==> src/light_comm_pkg.sv <==
package light_comm_pkg;
    // ==========================================================
    // clock and time base
    localparam int unsigned CLK_HZ = 125_000_000;
    localparam int unsigned MS_PER_S = 1000;
    localparam int unsigned MS_W = 26;
    // blink rates in millihertz, half periods derived in ms
    localparam int unsigned SLOW_BLINK_MHZ = 500;
    localparam int unsigned FAST_BLINK_MHZ = 2000;
    localparam int unsigned SLOW_HALF_MS = 1_000_000 / (2 * SLOW_BLINK_MHZ);
    localparam int unsigned FAST_HALF_MS = 1_000_000 / (2 * FAST_BLINK_MHZ);
    localparam int unsigned IDENT_LOCAL_MIN = 3;
    localparam int unsigned IDENT_LOCAL_MS = IDENT_LOCAL_MIN * 60 * MS_PER_S;
    // ==========================================================
    // counts
    localparam logic [4:0] JOIN_FLASHES = 5'h0a;
    localparam logic [4:0] DEPART_FLASHES = 5'h03;
    localparam logic [4:0] HUNT_PASSES_MAX = 5'h14;
    localparam logic [3:0] BURST_IDENT = 4'h4;
    localparam logic [3:0] BURST_REPORT_MIN = 4'h5;
    localparam logic [3:0] BURST_LEAVE = 4'ha;
    // ==========================================================
    // reset values of the pin synchronisers
    localparam logic BTN_RST = 1'b0;
    localparam logic SUPPLY_RST = 1'b1;
    // ==========================================================
    // types
    typedef enum logic [3:0] {
        ST_BOOT = 4'h0,
        ST_IDLE = 4'h1,
        ST_HUNT = 4'h2,
        ST_JOINING = 4'h3,
        ST_JOIN_FLASH = 4'h4,
        ST_JOINED = 4'h5,
        ST_IDENTIFY = 4'h6,
        ST_REPORT = 4'h7,
        ST_DEPART = 4'h8
    } state_t;

    typedef enum logic [1:0] {
        KEY_INSTALL = 2'h0,
        KEY_TC_DEFAULT = 2'h1,
        KEY_DIST = 2'h2
    } key_t;

    typedef struct packed {
        logic on;
        logic [7:0] level;
    } lamp_t;

    localparam lamp_t LAMP_OFF = '{on: 1'b0, level: 8'h00};
    localparam lamp_t LAMP_FULL = '{on: 1'b1, level: 8'hff};

    typedef struct packed {
        logic found;
        logic join_done;
        logic join_ok;
        logic leave;
        logic ident;
        logic [15:0] ident_secs;
    } net_ev_t;
endpackage

==> src/light_commissioning_fsm.sv <==
`timescale 1ns/1ps
module light_commissioning_fsm #(
    parameter int unsigned TICK_CYC = light_comm_pkg::CLK_HZ / light_comm_pkg::MS_PER_S,
    parameter int unsigned BURST_WINDOW_MS = 2000,
    parameter int unsigned REPORT_MS = 30000,
    parameter int unsigned KEY_SEARCH_MS = 3000,
    parameter int unsigned IDLE_SEARCH_MS = 60000
) (
    input wire logic core_clk_i,
    input wire logic reset_i,
    input wire logic power_interrupt_button_i,
    input wire logic supply_ok_i,
    input wire light_comm_pkg::net_ev_t net_ev_i,
    input wire logic nv_joined_i,
    input wire light_comm_pkg::lamp_t lamp_cmd_i,
    output light_comm_pkg::lamp_t lamp_o,
    output logic net_led_o,
    output logic hunt_o,
    output light_comm_pkg::key_t search_key_o,
    output logic slow_search_o,
    output logic join_req_o,
    output logic rejoin_req_o,
    output logic leave_req_o,
    output logic nv_joined_o,
    output light_comm_pkg::state_t state_o
);
    import light_comm_pkg::*;

    localparam int TICK_W = $clog2(TICK_CYC);

    // ==========================================================
    // power-cycle detection
    logic btn_q1, btn_q2, btn_q3;
    logic sup_q1, sup_q2, sup_q3;
    logic pc_ev, power_off;

    always_ff @(posedge core_clk_i) begin
        if (reset_i) begin
            btn_q1 <= BTN_RST;
            btn_q2 <= BTN_RST;
            btn_q3 <= BTN_RST;
            sup_q1 <= SUPPLY_RST;
            sup_q2 <= SUPPLY_RST;
            sup_q3 <= SUPPLY_RST;
        end else begin
            btn_q1 <= power_interrupt_button_i;
            btn_q2 <= btn_q1;
            btn_q3 <= btn_q2;
            sup_q1 <= supply_ok_i;
            sup_q2 <= sup_q1;
            sup_q3 <= sup_q2;
        end
    end

    // button release or supply return both count as power coming back
    assign pc_ev = (btn_q3 & ~btn_q2) | (sup_q2 & ~sup_q3);
    assign power_off = btn_q2 | ~sup_q2;

    // ==========================================================
    // millisecond tick; every timer below counts in ms so that one
    // parameter shortens them all in simulation
    logic [TICK_W-1:0] tick_cnt;
    logic tick;

    assign tick = (tick_cnt == TICK_W'(TICK_CYC - 1));

    always_ff @(posedge core_clk_i) begin
        if (reset_i || tick) begin
            tick_cnt <= '0;
        end else begin
            tick_cnt <= tick_cnt + 1'b1;
        end
    end

    // ==========================================================
    // state register and timers
    state_t st, next_st;
    logic entering;
    logic [MS_W-1:0] ms_cnt, lim, ident_lim;
    logic [MS_W-1:0] blink_ms, half_lim;
    logic ms_hit, half_hit, flash_done, blink;
    logic [4:0] flash_left, pass_cnt;
    key_t key;
    logic [3:0] burst_cnt;
    logic [MS_W-1:0] win_ms;
    logic burst_ready, joined;

    assign entering = (next_st != st);
    assign ms_hit = tick && (ms_cnt >= lim - 1'b1);
    assign half_hit = tick && (blink_ms >= half_lim - 1'b1);
    assign flash_done = half_hit && (flash_left == 5'h01);
    assign burst_ready = tick && (burst_cnt != 4'h0)
        && (win_ms >= MS_W'(BURST_WINDOW_MS - 1));

    always_comb begin
        unique case (st)
            ST_IDLE: lim = MS_W'(IDLE_SEARCH_MS);
            ST_HUNT: lim = MS_W'(KEY_SEARCH_MS);
            ST_IDENTIFY: lim = ident_lim;
            ST_REPORT: lim = MS_W'(REPORT_MS);
            default: lim = MS_W'(SLOW_HALF_MS);
        endcase
        unique case (st)
            ST_JOIN_FLASH, ST_REPORT: half_lim = MS_W'(FAST_HALF_MS);
            default: half_lim = MS_W'(SLOW_HALF_MS);
        endcase
    end

    always_comb begin
        next_st = st;
        unique case (st)
            ST_BOOT: begin
                next_st = nv_joined_i ? ST_JOINED : ST_HUNT;
            end
            ST_IDLE: begin
                if (pc_ev) begin
                    next_st = ST_HUNT;
                end
            end
            ST_HUNT: begin
                if (net_ev_i.found) begin
                    next_st = ST_JOINING;
                end else if (ms_hit && !pc_ev && key == KEY_DIST
                        && pass_cnt == HUNT_PASSES_MAX - 5'h01) begin
                    next_st = ST_IDLE;
                end
            end
            ST_JOINING: begin
                if (net_ev_i.join_done) begin
                    next_st = net_ev_i.join_ok ? ST_JOIN_FLASH : ST_HUNT;
                end
            end
            ST_JOIN_FLASH: begin
                if (pc_ev || flash_done) begin
                    next_st = ST_JOINED;
                end
            end
            ST_JOINED: begin
                if (net_ev_i.leave) begin
                    next_st = ST_DEPART;
                end else if (burst_ready && burst_cnt >= BURST_IDENT) begin
                    if (burst_cnt == BURST_IDENT) begin
                        next_st = ST_IDENTIFY;
                    end else if (burst_cnt >= BURST_LEAVE) begin
                        next_st = ST_DEPART;
                    end else if (burst_cnt >= BURST_REPORT_MIN) begin
                        next_st = ST_REPORT;
                    end
                end else if (net_ev_i.ident) begin
                    next_st = ST_IDENTIFY;
                end
            end
            ST_IDENTIFY, ST_REPORT: begin
                if (pc_ev || ms_hit) begin
                    next_st = ST_JOINED;
                end
            end
            ST_DEPART: begin
                if (pc_ev || flash_done) begin
                    next_st = ST_HUNT;
                end
            end
            default: next_st = ST_BOOT;
        endcase
    end

    always_ff @(posedge core_clk_i) begin
        if (reset_i) begin
            st <= ST_BOOT;
        end else begin
            st <= next_st;
        end
    end

    // state timer; a hunt power-cycle restarts the search from KEY_INSTALL
    always_ff @(posedge core_clk_i) begin
        if (reset_i || entering || ms_hit || (st == ST_HUNT && pc_ev)) begin
            ms_cnt <= '0;
        end else if (tick) begin
            ms_cnt <= ms_cnt + 1'b1;
        end
    end

    // identify duration latched when identify is entered
    always_ff @(posedge core_clk_i) begin
        if (reset_i) begin
            ident_lim <= MS_W'(IDENT_LOCAL_MS);
        end else if (entering && next_st == ST_IDENTIFY) begin
            if (burst_ready && burst_cnt == BURST_IDENT) begin
                ident_lim <= MS_W'(IDENT_LOCAL_MS);
            end else begin
                ident_lim <= MS_W'(net_ev_i.ident_secs * MS_PER_S);
            end
        end
    end

    // blink generator; flash_left counts half periods still to show
    always_ff @(posedge core_clk_i) begin
        if (reset_i) begin
            blink_ms <= '0;
            blink <= 1'b0;
            flash_left <= 5'h00;
        end else if (entering) begin
            blink_ms <= '0;
            blink <= 1'b1;
            if (next_st == ST_JOIN_FLASH) begin
                flash_left <= JOIN_FLASHES << 1;
            end else begin
                flash_left <= DEPART_FLASHES << 1;
            end
        end else if (half_hit) begin
            blink_ms <= '0;
            blink <= ~blink;
            flash_left <= flash_left - 5'h01;
        end else if (tick) begin
            blink_ms <= blink_ms + 1'b1;
        end
    end

    // key walk inside a pass, and pass count; a failed join starts over
    always_ff @(posedge core_clk_i) begin
        if (reset_i || (entering && next_st == ST_HUNT) || (st == ST_HUNT && pc_ev)) begin
            key <= KEY_INSTALL;
            pass_cnt <= 5'h00;
        end else if (st == ST_HUNT && ms_hit) begin
            if (key == KEY_DIST) begin
                key <= KEY_INSTALL;
                pass_cnt <= pass_cnt + 5'h01;
            end else begin
                key <= key_t'(key + 2'h1);
            end
        end
    end

    // burst counter; the event that ends a state is not carried over
    always_ff @(posedge core_clk_i) begin
        if (reset_i || entering || burst_ready) begin
            burst_cnt <= 4'h0;
            win_ms <= '0;
        end else if (pc_ev) begin
            win_ms <= '0;
            if (burst_cnt != BURST_LEAVE) begin
                burst_cnt <= burst_cnt + 4'h1;
            end
        end else if (tick && burst_cnt != 4'h0) begin
            win_ms <= win_ms + 1'b1;
        end
    end

    // ==========================================================
    // membership, kept outside so it survives a power loss
    always_ff @(posedge core_clk_i) begin
        if (reset_i) begin
            joined <= 1'b0;
        end else if (st == ST_BOOT) begin
            joined <= nv_joined_i;
        end else if (entering && next_st == ST_JOIN_FLASH) begin
            joined <= 1'b1;
        end else if (entering && next_st == ST_DEPART) begin
            joined <= 1'b0;
        end
    end

    // ==========================================================
    // outputs
    always_ff @(posedge core_clk_i) begin
        if (reset_i) begin
            lamp_o <= LAMP_OFF;
        end else if (power_off) begin
            lamp_o <= LAMP_OFF;
        end else begin
            unique case (st)
                ST_JOINED: lamp_o <= lamp_cmd_i;
                ST_JOIN_FLASH, ST_IDENTIFY, ST_REPORT, ST_DEPART: begin
                    lamp_o <= blink ? LAMP_FULL : LAMP_OFF;
                end
                default: lamp_o <= LAMP_FULL;
            endcase
        end
    end

    always_ff @(posedge core_clk_i) begin
        if (reset_i) begin
            hunt_o <= 1'b0;
            search_key_o <= KEY_INSTALL;
            slow_search_o <= 1'b0;
            join_req_o <= 1'b0;
            rejoin_req_o <= 1'b0;
            leave_req_o <= 1'b0;
        end else begin
            hunt_o <= (next_st == ST_HUNT);
            search_key_o <= key;
            slow_search_o <= (st == ST_IDLE) && ms_hit && !entering;
            join_req_o <= entering && next_st == ST_JOINING;
            rejoin_req_o <= (st == ST_BOOT) && nv_joined_i;
            leave_req_o <= entering && next_st == ST_DEPART;
        end
    end

    assign net_led_o = joined;
    assign nv_joined_o = joined;
    assign state_o = st;
endmodule // light_commissioning_fsm

==> config.mk <==
export PLATFORM = sky130hd
export DESIGN_NAME = light_commissioning_fsm
export DESIGN_NICKNAME = d
export VERILOG_FILES = /design/src/light_comm_pkg.sv /design/src/light_commissioning_fsm.sv
export SDC_FILE = /design/constraint.sdc
export NUM_CORES = 1
export LEC_CHECK = 0
export BUFFER_PORTS_ARGS = -buffer_cell sky130_fd_sc_hd__buf_2
export CORE_UTILIZATION = 45
export CTS_BUF_LIST = sky130_fd_sc_hd__clkbuf_8
export CTS_CLUSTER_SIZE = 14
export DETAILED_ROUTE_END_ITERATION = 12
export SYNTH_ARGS = -nofsm -noshare
export SYNTH_HDL_FRONTEND = slang
export SYNTH_SLANG_ARGS = --single-unit
==> constraint.sdc <==
create_clock -name core_clk_i -period 5.91 [get_ports core_clk_i]
set_input_delay 0.591 -clock core_clk_i [delete_from_list [all_inputs] [get_ports core_clk_i]]
set_output_delay 0.591 -clock core_clk_i [all_outputs]
set_load 0.01 [all_outputs]
======== After elaboration in Yosys (flattened, before gate mapping) ========
Index checks and enable logic that the tools add are counted.
operators by class
  add/subtract/negate cells ............... 10
  multipliers ............................. 1
  $lt $le $gt $ge ......................... 6
  equality and inequality tests ........... 20
  mux-type cells .......................... 30
  bitwise gates (word level) .............. 8
  reduce and logical (&&, ||, !) cells .... 43
operators by type and width
  cell                   number
  $pmux 26 s4            1
  $add 26x1->26 const B  3
  $ge 26x26->1           2
  $mux 4                 13
  $sub 26x1->26 const B  2
  $pmux 4 s8             1
  $eq 4x3->1 const B     7
  $ge 26x11->1 const B   1
  $mux 26                1
  $mul 16x7->23 const B  1
  $logic_and 1x1->1      20
  $pmux 9 s2             1
  $add 17x1->17 const B  1
  $eq 17x17->1 const B   1
  $eq 4x2->1 const B     4
  $mux 5                 3
  $mux 10                1
  $logic_or 1x1->1       9
  $mux 9                 1
  $eq 4x4->1 const B     2
  $ge 4x3->1 const B     2
  $reduce_or 2->1        4
  $mux 3                 2
  $add 5x1->5 const B    1
  other kinds (23)       34
word-level totals
  register bits after elaboration ......... 165
  bits of input ports ..................... 35
  output and inout bits ................... 22

======== Logic depth before layout (Yosys ltp) ========
Gate-level depths: netlist of the first run.
  depth in word-level cells ............... 16
  gate-level depth with buffers ........... 26
  depth with buffers taken out ............ 23

======== Worst setup path before layout of the first run ========
No wires, ideal clock.
  kind .................................... register -> register
  start ................................... register st[2], in the netlist state_o[2]
  end ..................................... register ms_cnt[10]
  arrival time ............................ 5.178 ns
  path slack .............................. 0.668 ns
  stages on the path, launching flop included .. 25
  path buffers ............................ 2
  clock period less this slack ............ 5.242 ns
  cell sequence ........................... dfxtp_1 > and2_1 > buf_2 > o21ai_0 > nand2_1 > nand2_1 > inv_1 > ha_1 > nand3_1 > nor4b_1 > a21boi_1 > nand2_1 > or3_1 > xnor2_1 > nand2_1 > ha_1 > nand4_1 > or4_1 > a211oi_2 > o221ai_1 > a21oi_1 > a2bb2oi_4 > nand4_2 > buf_2 > nor2_1
between the ends
  longest elaborated chain between the ends .. 15
  elaborated cells between the ends (all ways) .. 44
  those cells by class .................... add/sub (2); order compare (2); eq/ne (9); mux (16); reduce/logical (15)
RTL lines
  element                                   line                                                                                           RTL
  from (decl)                               light_commissioning_fsm.sv:77                                                                  state_t st, next_st;
  from (signal assigned)                    light_commissioning_fsm.sv:171                                                                 st <= next_st;
  $eq 4x3->1, or another cell as far along  light_commissioning_fsm.sv:96, light_commissioning_fsm.sv:103, light_commissioning_fsm.sv:111
  $pmux 26 s4                               light_commissioning_fsm.sv:96                                                                  unique case (st)
  $sub 26x1->26                             light_commissioning_fsm.sv:89                                                                  assign ms_hit = tick && (ms_cnt >= lim - 1'b1);
  $ge 26x26->1                              light_commissioning_fsm.sv:89
  $logic_and 1x1->1                         light_commissioning_fsm.sv:89
  $logic_and 1x1->1 (2 in series)           light_commissioning_fsm.sv:123                                                                 end else if (ms_hit && !pc_ev && key == KEY_DIST
  $logic_and 1x1->1                         light_commissioning_fsm.sv:124                                                                 && pass_cnt == HUNT_PASSES_MAX - 5'h01) begin
  $mux 4                                    light_commissioning_fsm.sv:123
  $mux 4                                    light_commissioning_fsm.sv:121                                                                 if (net_ev_i.found) begin
  $pmux 4 s8                                light_commissioning_fsm.sv:111                                                                 unique case (st)
  $ne 4x4->1                                light_commissioning_fsm.sv:88                                                                  assign entering = (next_st != st);
  $logic_or 1x1->1 (2 in series)            light_commissioning_fsm.sv:177                                                                 if (reset_i || entering || ms_hit || (st == ST_HUNT && pc_ev)) begin
  $logic_or 1x1->1 *                        light_commissioning_fsm.sv:177
  to (signal assigned)                      light_commissioning_fsm.sv:180                                                                 ms_cnt <= ms_cnt + 1'b1;
  to (decl)                                 light_commissioning_fsm.sv:79                                                                  logic [MS_W-1:0] ms_cnt, lim, ident_lim;
Mark *: on every way between the ends. The rest lies on a longest branch, timed or not.
A chain may end at the register's enable or synchronous reset.

======== Worst setup path in the final report of the first run ========
  start ................................... register st[2], in the netlist state_o[2]
  end ..................................... register win_ms[20]
between the ends
  longest elaborated chain between the ends .. 15
  elaborated cells between the ends (all ways) .. 43
  those cells by class .................... add/sub (2); order compare (2); eq/ne (9); mux (16); reduce/logical (14)
RTL lines
  element                                   line                                                                                           RTL
  $eq 4x3->1, or another cell as far along  light_commissioning_fsm.sv:96, light_commissioning_fsm.sv:103, light_commissioning_fsm.sv:111
  $pmux 26 s4                               light_commissioning_fsm.sv:96
  $sub 26x1->26                             light_commissioning_fsm.sv:89
  $ge 26x26->1                              light_commissioning_fsm.sv:89
  $logic_and 1x1->1                         light_commissioning_fsm.sv:89
  $logic_and 1x1->1 (2 in series)           light_commissioning_fsm.sv:123
  $logic_and 1x1->1                         light_commissioning_fsm.sv:124
  $mux 4                                    light_commissioning_fsm.sv:123
  $mux 4                                    light_commissioning_fsm.sv:121
  $pmux 4 s8                                light_commissioning_fsm.sv:111
  $ne 4x4->1 *                              light_commissioning_fsm.sv:88
  $logic_or 1x1->1 * (2 in series)          light_commissioning_fsm.sv:237                                                                 if (reset_i || entering || burst_ready) begin
  $reduce_or 2->1 (no line) *               n/a
  to (signal assigned)                      light_commissioning_fsm.sv:246                                                                 win_ms <= win_ms + 1'b1;
  to (decl)                                 light_commissioning_fsm.sv:85                                                                  logic [MS_W-1:0] win_ms;
Marked as above.

==> results of run 1 <==
## placed cells by master, fill, tap and decap left out, types with 53 or more instances in the layout
master,netlist,layout
nor2_1,135,135
buf_2,13,56
ha_1,91,91
dfxtp_1,162,159
xor2_1,73,73
nand3_1,58,58
a21oi_1,54,53
nand2_1,107,107
nor3_1,56,55
fa_1,54,54
xnor2_1,66,66
## power breakdown
part	total (mW)	internal (mW)	switching, mW	leakage, nW
combinational	2.32	0.949	1.37	3.21
clock	0.798	0.319	0.479	0.199
sequential	1.32	1.21	0.113	1.31
## final cells by class
| class | count | area [sq um] |
|---|---|---|
| clock buffers | 17 | 234 |
| clock inverters | 15 | 156 |
| fillers | 2307 | 11600 |
| inverters | 47 | 176 |
| multi-input cells | 977 | 7330 |
| flip-flops and latches | 162 | 3250 |
| well taps | 319 | 399 |
| repair buffers | 76 | 430 |
## flip-flops by register name (all words and copies together) (netlist names), 2 cells and up
name / flops
search_key_o: 2
blink_ms: 26
lamp_o: 9
tick_cnt: 17
win_ms: 26
pass_cnt: 5
ms_cnt: 26
flash_left: 5
burst_cnt: 4
ident_lim: 23
key: 2
state_o: 4
## through the flow
step	instances	instance area (sq um)	power [mW]	util, %
final	1613	12000	4.44	50.7
after global routing	1613	12000	4.84	50.7
after CTS	1613	11900	4.47	50.6
after detailed placement	1581	11600	3.66	48.9
after global placement	1581	11600	3.65	48.9
after floorplan	1229	10900	3.13	-
## worst max path at each step
stage	end	slack, ps
after floorplan	ms_cnt[10]$_SDFFE_PP0P_	670
after global placement	burst_cnt[1]$_SDFFE_PP0P_	280
after detailed placement	win_ms[20]$_SDFFE_PP0P_	200
after CTS	win_ms[20]$_SDFFE_PP0P_	170
after global routing	ident_lim[17]$_SDFFE_PP1P_	30
final	win_ms[20]$_SDFFE_PP0P_	450
## worst register-to-register path: stages, from the launching register on
cell and delay [ps]:
dfxtp_2 410, buf_4 200, nand4bb_1 160, or3_1 370, a2111oi_2 430, nand4_1 250, nor3_2 210, nand2b_1 160
nor3_1 230, xor2_1 160, nand2_1 90, ha_1 340, nand4_1 130, or4_1 560, a211oi_2 340, o221ai_2 210
a21oi_2 230, a2bb2oi_4 290, nand4_1 130, buf_4 270, nor3_1 210
## cell families (layout without fill, tap and decap cells)
| group | Yosys count | in the layout | synth area share [%] |
|---|---|---|---|
| DFF | 162 | 162 | 29.7 |
| muxes | 2 | 2 | 0.183 |
| AOI/OAI and AO/OA | 177 | 177 | 11.3 |
| buffers and inverters | 90 | 155 | 3.45 |
| and+or+nand+nor | 514 | 514 | 23.9 |
| adders and majority gates | 145 | 145 | 20.3 |
| xor gates and xnor gates | 139 | 139 | 11.1 |
## metal layers
layer,wire (microns),GRT usage (%),vias to the layer above
li1,-,-,4430
met3,848,3.45,12
met2,9890,29.2,119
met5,0,0,-
met1,12500,29.5,4021
met4,184,4.39,0
==> reports/qor.txt, run 1 <==
==========================================================================================
Area share of the leading cell type in the synthesized netlist                       29.7%
Share of final-layout standard cells stronger than drive strength 1                  11.5%
TritonCTS sink count                                                                   162
Detailed Route WL                                                                  23.5 mm
Worst EP required                                                                  6300 ps
CTS tree                                                                               yes
Register bit count reported by yosys                                                   162
Setup Crit Path Kind                                                               reg2reg
Area Growth Syn to Fin                                                               9.59%
Largest fanout of any net on the critical path                                          30
Part of the Yosys area used for sequential elements                                  29.7%
Power density relative to cell area                                            371 nW/um^2
Origin of the critical flop-to-flop path                                      state_o[2]$_SDFF_PP0_
Nature of the critical path startpoint                                                flop
Initial cell density of the core                                                     46.3%
Number of failing hold endpoints at the final stage                                      0
Core outline area                                                              23600 sq um
Post-CTS Setup Bufs                                                                      0
Most repeated cell in the gate-level netlist after synthesis                       dfxtp_1
Longest Clk Path Bufs                                                                    2
Grt total ovfl                                                                           0
Vias in the first global route                                                        7934
Number of rows in the core area                                                         56
First-pass GRT wire length                                                         39.3 mm
Part of the cycle the worst path needs                                               92.3%
Hold Crit Depth                                                                          2
Syn nets                                                                              1409
Slew Viols, Final                                                                        0
Worst slew margin                                                                    39.5%
Die span in y                                                                  158 microns
Critical Path Start                                                           state_o[2]$_SDFF_PP0_
Buffer type at the clock tree root                                                clkbuf_8
Number of stages on the worst setup path                                                20
Hold-fix buffers at CTS                                                                  0
Number of top-level pins                                                                57
Kind of path behind the tightest hold check                                         in2reg
Top_reg_cell synth                                                                 dfxtp_1
Most Frequent Cell on Critical Path                                                nand4_1
Worst slack at placement                                                            198 ps
Maximum resistive drop on vdd                                                     0.191 mV
Setup slack, reg-to-reg                                                             450 ps
Cell with the biggest individual delay on the critical path                          or4_1
Leak Pwr                                                                           4.73 nW
Number of flops mapped to enable cells by yosys                                          0
Cells taking the most area after synthesis                                    dfxtp_1 30%, ha_1 10%, fa_1 9.9%
Largest net degree at the start of global routing                                       47
Max Clock Skew                                                                     24.3 ps
Final Critical Period                                                              5460 ps
Antenna violations before repair                                                         0
CTS resizes                                                                              0
Setup repair after global routing missed its margin                                     no
Synth async-reset ratio                                                                 0%
Post-route DRC violation count                                                           0
Width of the die                                                               158 microns
Total clock buffers created by CTS                                                      17
Setup violations, final                                                                  0
Clock latency of the later-clocked register in the worst-skew pair                  470 ps
Number of I/O port buffers                                                              56
GRT Overall Usage                                                                    19.7%
Vias/cell                                                                             5.32
Mean cell area of the mapped netlist                                            8.89 sq um
Count of unique library cells instantiated by Yosys                                     80
Largest incremental delay on the critical path                                      560 ps
Hold Crit Start                                                                supply_ok_i
Crit path DAT                                                                      5850 ps
Detailed-route via count                                                              8582
Most numerous cell types in the synthesized netlist                           162 x dfxtp_1, 135 x nor2_1, 107 x nand2_1
CP cell instances                                                             buf_4 > nand4bb_1 > or3_1 > a2111oi_2 > nand4_1 > nor3_2 > nand2b_1 > nor3_1 > xor2_1 > nand2_1 > ha_1 > nand4_1 > or4_1 > a211oi_2 > o221ai_2 > a21oi_2 > a2bb2oi_4 > nand4_1 > buf_4 > nor3_1
Count of antenna diodes in the layout                                                    0
Achievable Freq                                                                    183 MHz
Routed WL per cell                                                            14.5 microns
Terminus of the critical flop-to-flop path                                    win_ms[20]$_SDFFE_PP0P_
Run status                                                                    complete, no violations
Crit path capture type                                                                flop
Worst Hold Margin                                                                   308 ps
Post-layout net count                                                                 1461
Cell area after technology mapping                                             10900 sq um
Sum of buffers and inverters on the critical path                                        2
Detailed placement HPWL                                                            17.9 mm
Worst reg-to-reg path cell count                                                        20
Max-cap violations                                                                       0
Level count of the clock H-tree                                                          4
Final RePlAce weighted congestion                                                    0.831
Worst Setup Slack, final                                                            453 ps
Worst Tran Pin Value                                                                907 ps
Number of warnings reported in the yosys synthesis log                                   0
Total Negative Setup Slacks                                                           0 ps
Synth Instances                                                                       1229
Clock edge transition at the registers on the reported setup and hold paths         100 ps
Pre-antenna DRT Iters                                                                    5
Top delay family on crit path                                                 simple AND/OR/NAND/NOR gates
Cell taking the most area after synthesis                                          dfxtp_1
Die Outline Area                                                               24900 sq um
Starting DRT DRC Count                                                                 437
Endpoint of the worst hold path                                               sup_q1$_SDFF_PP1_
Antenna Nets Post-Route                                                                  0
==========================================================================================
Power figures use the tool's default switching activity.
==> run 2: changes to the inputs <==
- PLACE_DENSITY: unset -> 0.74
==> reports/qor.txt, run 2 (synthesis results as in run 1) <==
==========================================================================================
Nature of the critical path startpoint                                                flop
Vias/cell                                                                             5.42   +1.9%
Power density relative to cell area                                            370 nW/um^2   -0.16%
Slew Viols, Final                                                                        0   unchanged
Total power                                                                        4.43 mW   -0.30%
Net switching fraction of the power                                                  42.6%   -1.6 points
Vias in the first global route                                                        8090   +2.0%
GR Layer Usage met1                                                                  26.0%   -3.5 points
Pre-antenna DRT Iters                                                                    6   +1
Number of I/O port buffers                                                              56   unchanged
Final cell utilization of the core                                                   50.6%   -0.074 points
Busiest grt layer                                                                     met2
Largest registers                                                             blink_ms x26, ms_cnt x26, win_ms x26
Cell area after placement                                                      11500 sq um   -0.19%
Post-route DRC violation count                                                           0   unchanged
Worst slew margin                                                                    20.5%   -19 points
Clock latency of the later-clocked register in the worst-skew pair                  460 ps   about the same
Grt total ovfl                                                                           0   unchanged
Die Outline Area                                                               24900 sq um   unchanged
Met2 usage in global routing                                                         29.9%   +0.76 points
Number of rows in the core area                                                         56   unchanged
Starting DRT DRC Count                                                                 551   +26%
Initial cell density of the core                                                     46.3%   unchanged
Post-layout net count                                                                 1458   -0.21%
Detailed-route via count                                                              8733   +1.8%
CTS tree                                                                               yes
TritonCTS sink count                                                                   162   unchanged
Buffer type at the clock tree root                                                clkbuf_8
Kind of path behind the tightest hold check                                         in2reg
Final cell area excluding filler cells                                         12000 sq um   -0.15%
Total clock buffers created by CTS                                                      17   unchanged
Most common library cell in the layout ignoring fill and taps                      dfxtp_1
Top library cells by usage in the layout, fill and taps aside                 162 x dfxtp_1, 135 x nor2_1, 107 x nand2_1
Run status                                                                    complete, no violations
Worst Hold Margin                                                                   308 ps   -0.366 ps
Count of antenna diodes in the layout                                                    0   unchanged
Number of top-level pins                                                                57   unchanged
Worst Tran Pin Value                                                               1190 ps   +282 ps
Clock edge transition at the registers on the reported setup and hold paths          90 ps   about the same
Die span in y                                                                  158 microns   unchanged
Max-cap violations                                                                       0   unchanged
Final Critical Period                                                              5560 ps   +107 ps
Detailed placement HPWL                                                            17.4 mm   -2.9%
Post-Place Cells                                                                      1578   -0.19%
Width of the die                                                               158 microns   unchanged
Area Growth Syn to Fin                                                               9.43%
Core outline area                                                              23600 sq um   unchanged
Pint                                                                               2.54 mW   +2.5%
Setup Crit Path Kind                                                               reg2reg
Leak Pwr                                                                           4.72 nW   -0.15%
Part of the total power dissipated in sequential elements                            29.6%   -0.2 points
Worst Setup Slack, final                                                            346 ps   -107 ps
Detailed Route WL                                                                  22.7 mm   -3.1%
Clk network pwr share                                                                18.7%   +0.7 points
Worst EP required                                                                  6300 ps   about the same
FILL cells                                                                            2225   -3.6%
Total Negative Setup Slacks                                                           0 ps   unchanged
Achievable Freq                                                                    180 MHz   -1.9%
Final Instance Count excl. Fillers                                                    1610   -0.19%
Setup violations, final                                                                  0   unchanged
Crit path capture type                                                                flop
Largest fanout of any net on the critical path                                          21   -30%
Antenna Nets Post-Route                                                                  0   unchanged
Antenna violations before repair                                                         0   unchanged
Routed WL per cell                                                            14.1 microns   -2.9%
Largest net degree at the start of global routing                                       47   unchanged
Post-CTS Setup Bufs                                                                      0   unchanged
Psw                                                                                1.89 mW   -3.9%
Part of the cycle the worst path needs                                               94.1%   +1.8 points
Maximum resistive drop on vdd                                                     0.195 mV   +1.7%
Worst slack at placement                                                            285 ps   +87.4 ps
Max Clock Skew                                                                     18.5 ps   -5.78 ps
Number of failing hold endpoints at the final stage                                      0   unchanged
Longest Clk Path Bufs                                                                    2   unchanged
Met3 track utilization from global routing                                           3.91%   +0.47 points
GRT Overall Usage                                                                    18.9%   -0.77 points
Level count of the clock H-tree                                                          4   unchanged
Share of final-layout standard cells stronger than drive strength 1                  10.9%   -0.59 points
Gate power share                                                                     51.7%   -0.5 points
Crit path DAT                                                                      5960 ps   +110 ps
Final RePlAce weighted congestion                                                    0.920   +11%
First-pass GRT wire length                                                         38.2 mm   -2.7%
==========================================================================================
==> run 2: routing by layer <==
layer,up-vias,wire length [microns]
met1,4104,11000
met5,-,0
met2,182,10400
li1,4425,-
met3,22,1020
met4,0,271
==> run 2: final cells by class <==
cell class / instances / area, sq um / area share [%]
clock inverter: 15 / 171 / 1.43
inverter: 47 / 176 / 1.48
multi-input combinational: 977 / 7330 / 61.3
tap: 319 / 399 / 3.34
sequential: 162 / 3240 / 27.1
clock buffer: 17 / 234 / 1.96
timing repair buffer: 73 / 408 / 3.41
==> run 2: worst paths after layout <==
check                        start                         to  slack (ps)  cells after the start
min reg2reg      sup_q1$_SDFF_PP1_          sup_q2$_SDFF_PP1_         430                      1
max reg2reg  state_o[2]$_SDFF_PP0_  blink_ms[12]$_SDFFE_PP0P_         350                     20
min                    supply_ok_i          sup_q1$_SDFF_PP1_         310                      2
max          state_o[2]$_SDFF_PP0_  blink_ms[12]$_SDFFE_PP0P_         350                     20
==> run 2: power by group through the flow <==
stage | clock (mW) | sequential, mW | combinational [mW]
floorplan | 0 | 1.32 | 1.81
detailed placement | 0 | 1.33 | 2.27
CTS | 0.854 | 1.31 | 2.28
finish | 0.830 | 1.31 | 2.29
global placement | 0 | 1.33 | 2.24
global route | 0.902 | 1.33 | 2.58
==> run 2: worst max-delay path: stages, from the launching register on <==
cell and delay [ps]:
dfxtp_1 430, buf_4 210, nand4bb_1 150, or3_1 380
a2111oi_2 410, nand4_1 270, nor3_2 240, nand2b_1 150
nor3_1 230, xor2_1 160, nand2_1 70, ha_1 330
nand4_1 150, or4_1 590, a211oi_2 260, o221ai_1 290
a21oi_2 260, a2bb2oi_4 270, nand4_2 230, buf_4 290
nor2_1 130
==> run 2: repair_timing <==
item	in CTS	in global routing
setup endpoints to repair	0	55
hold buffers	0	0
gates resized for setup	0	4
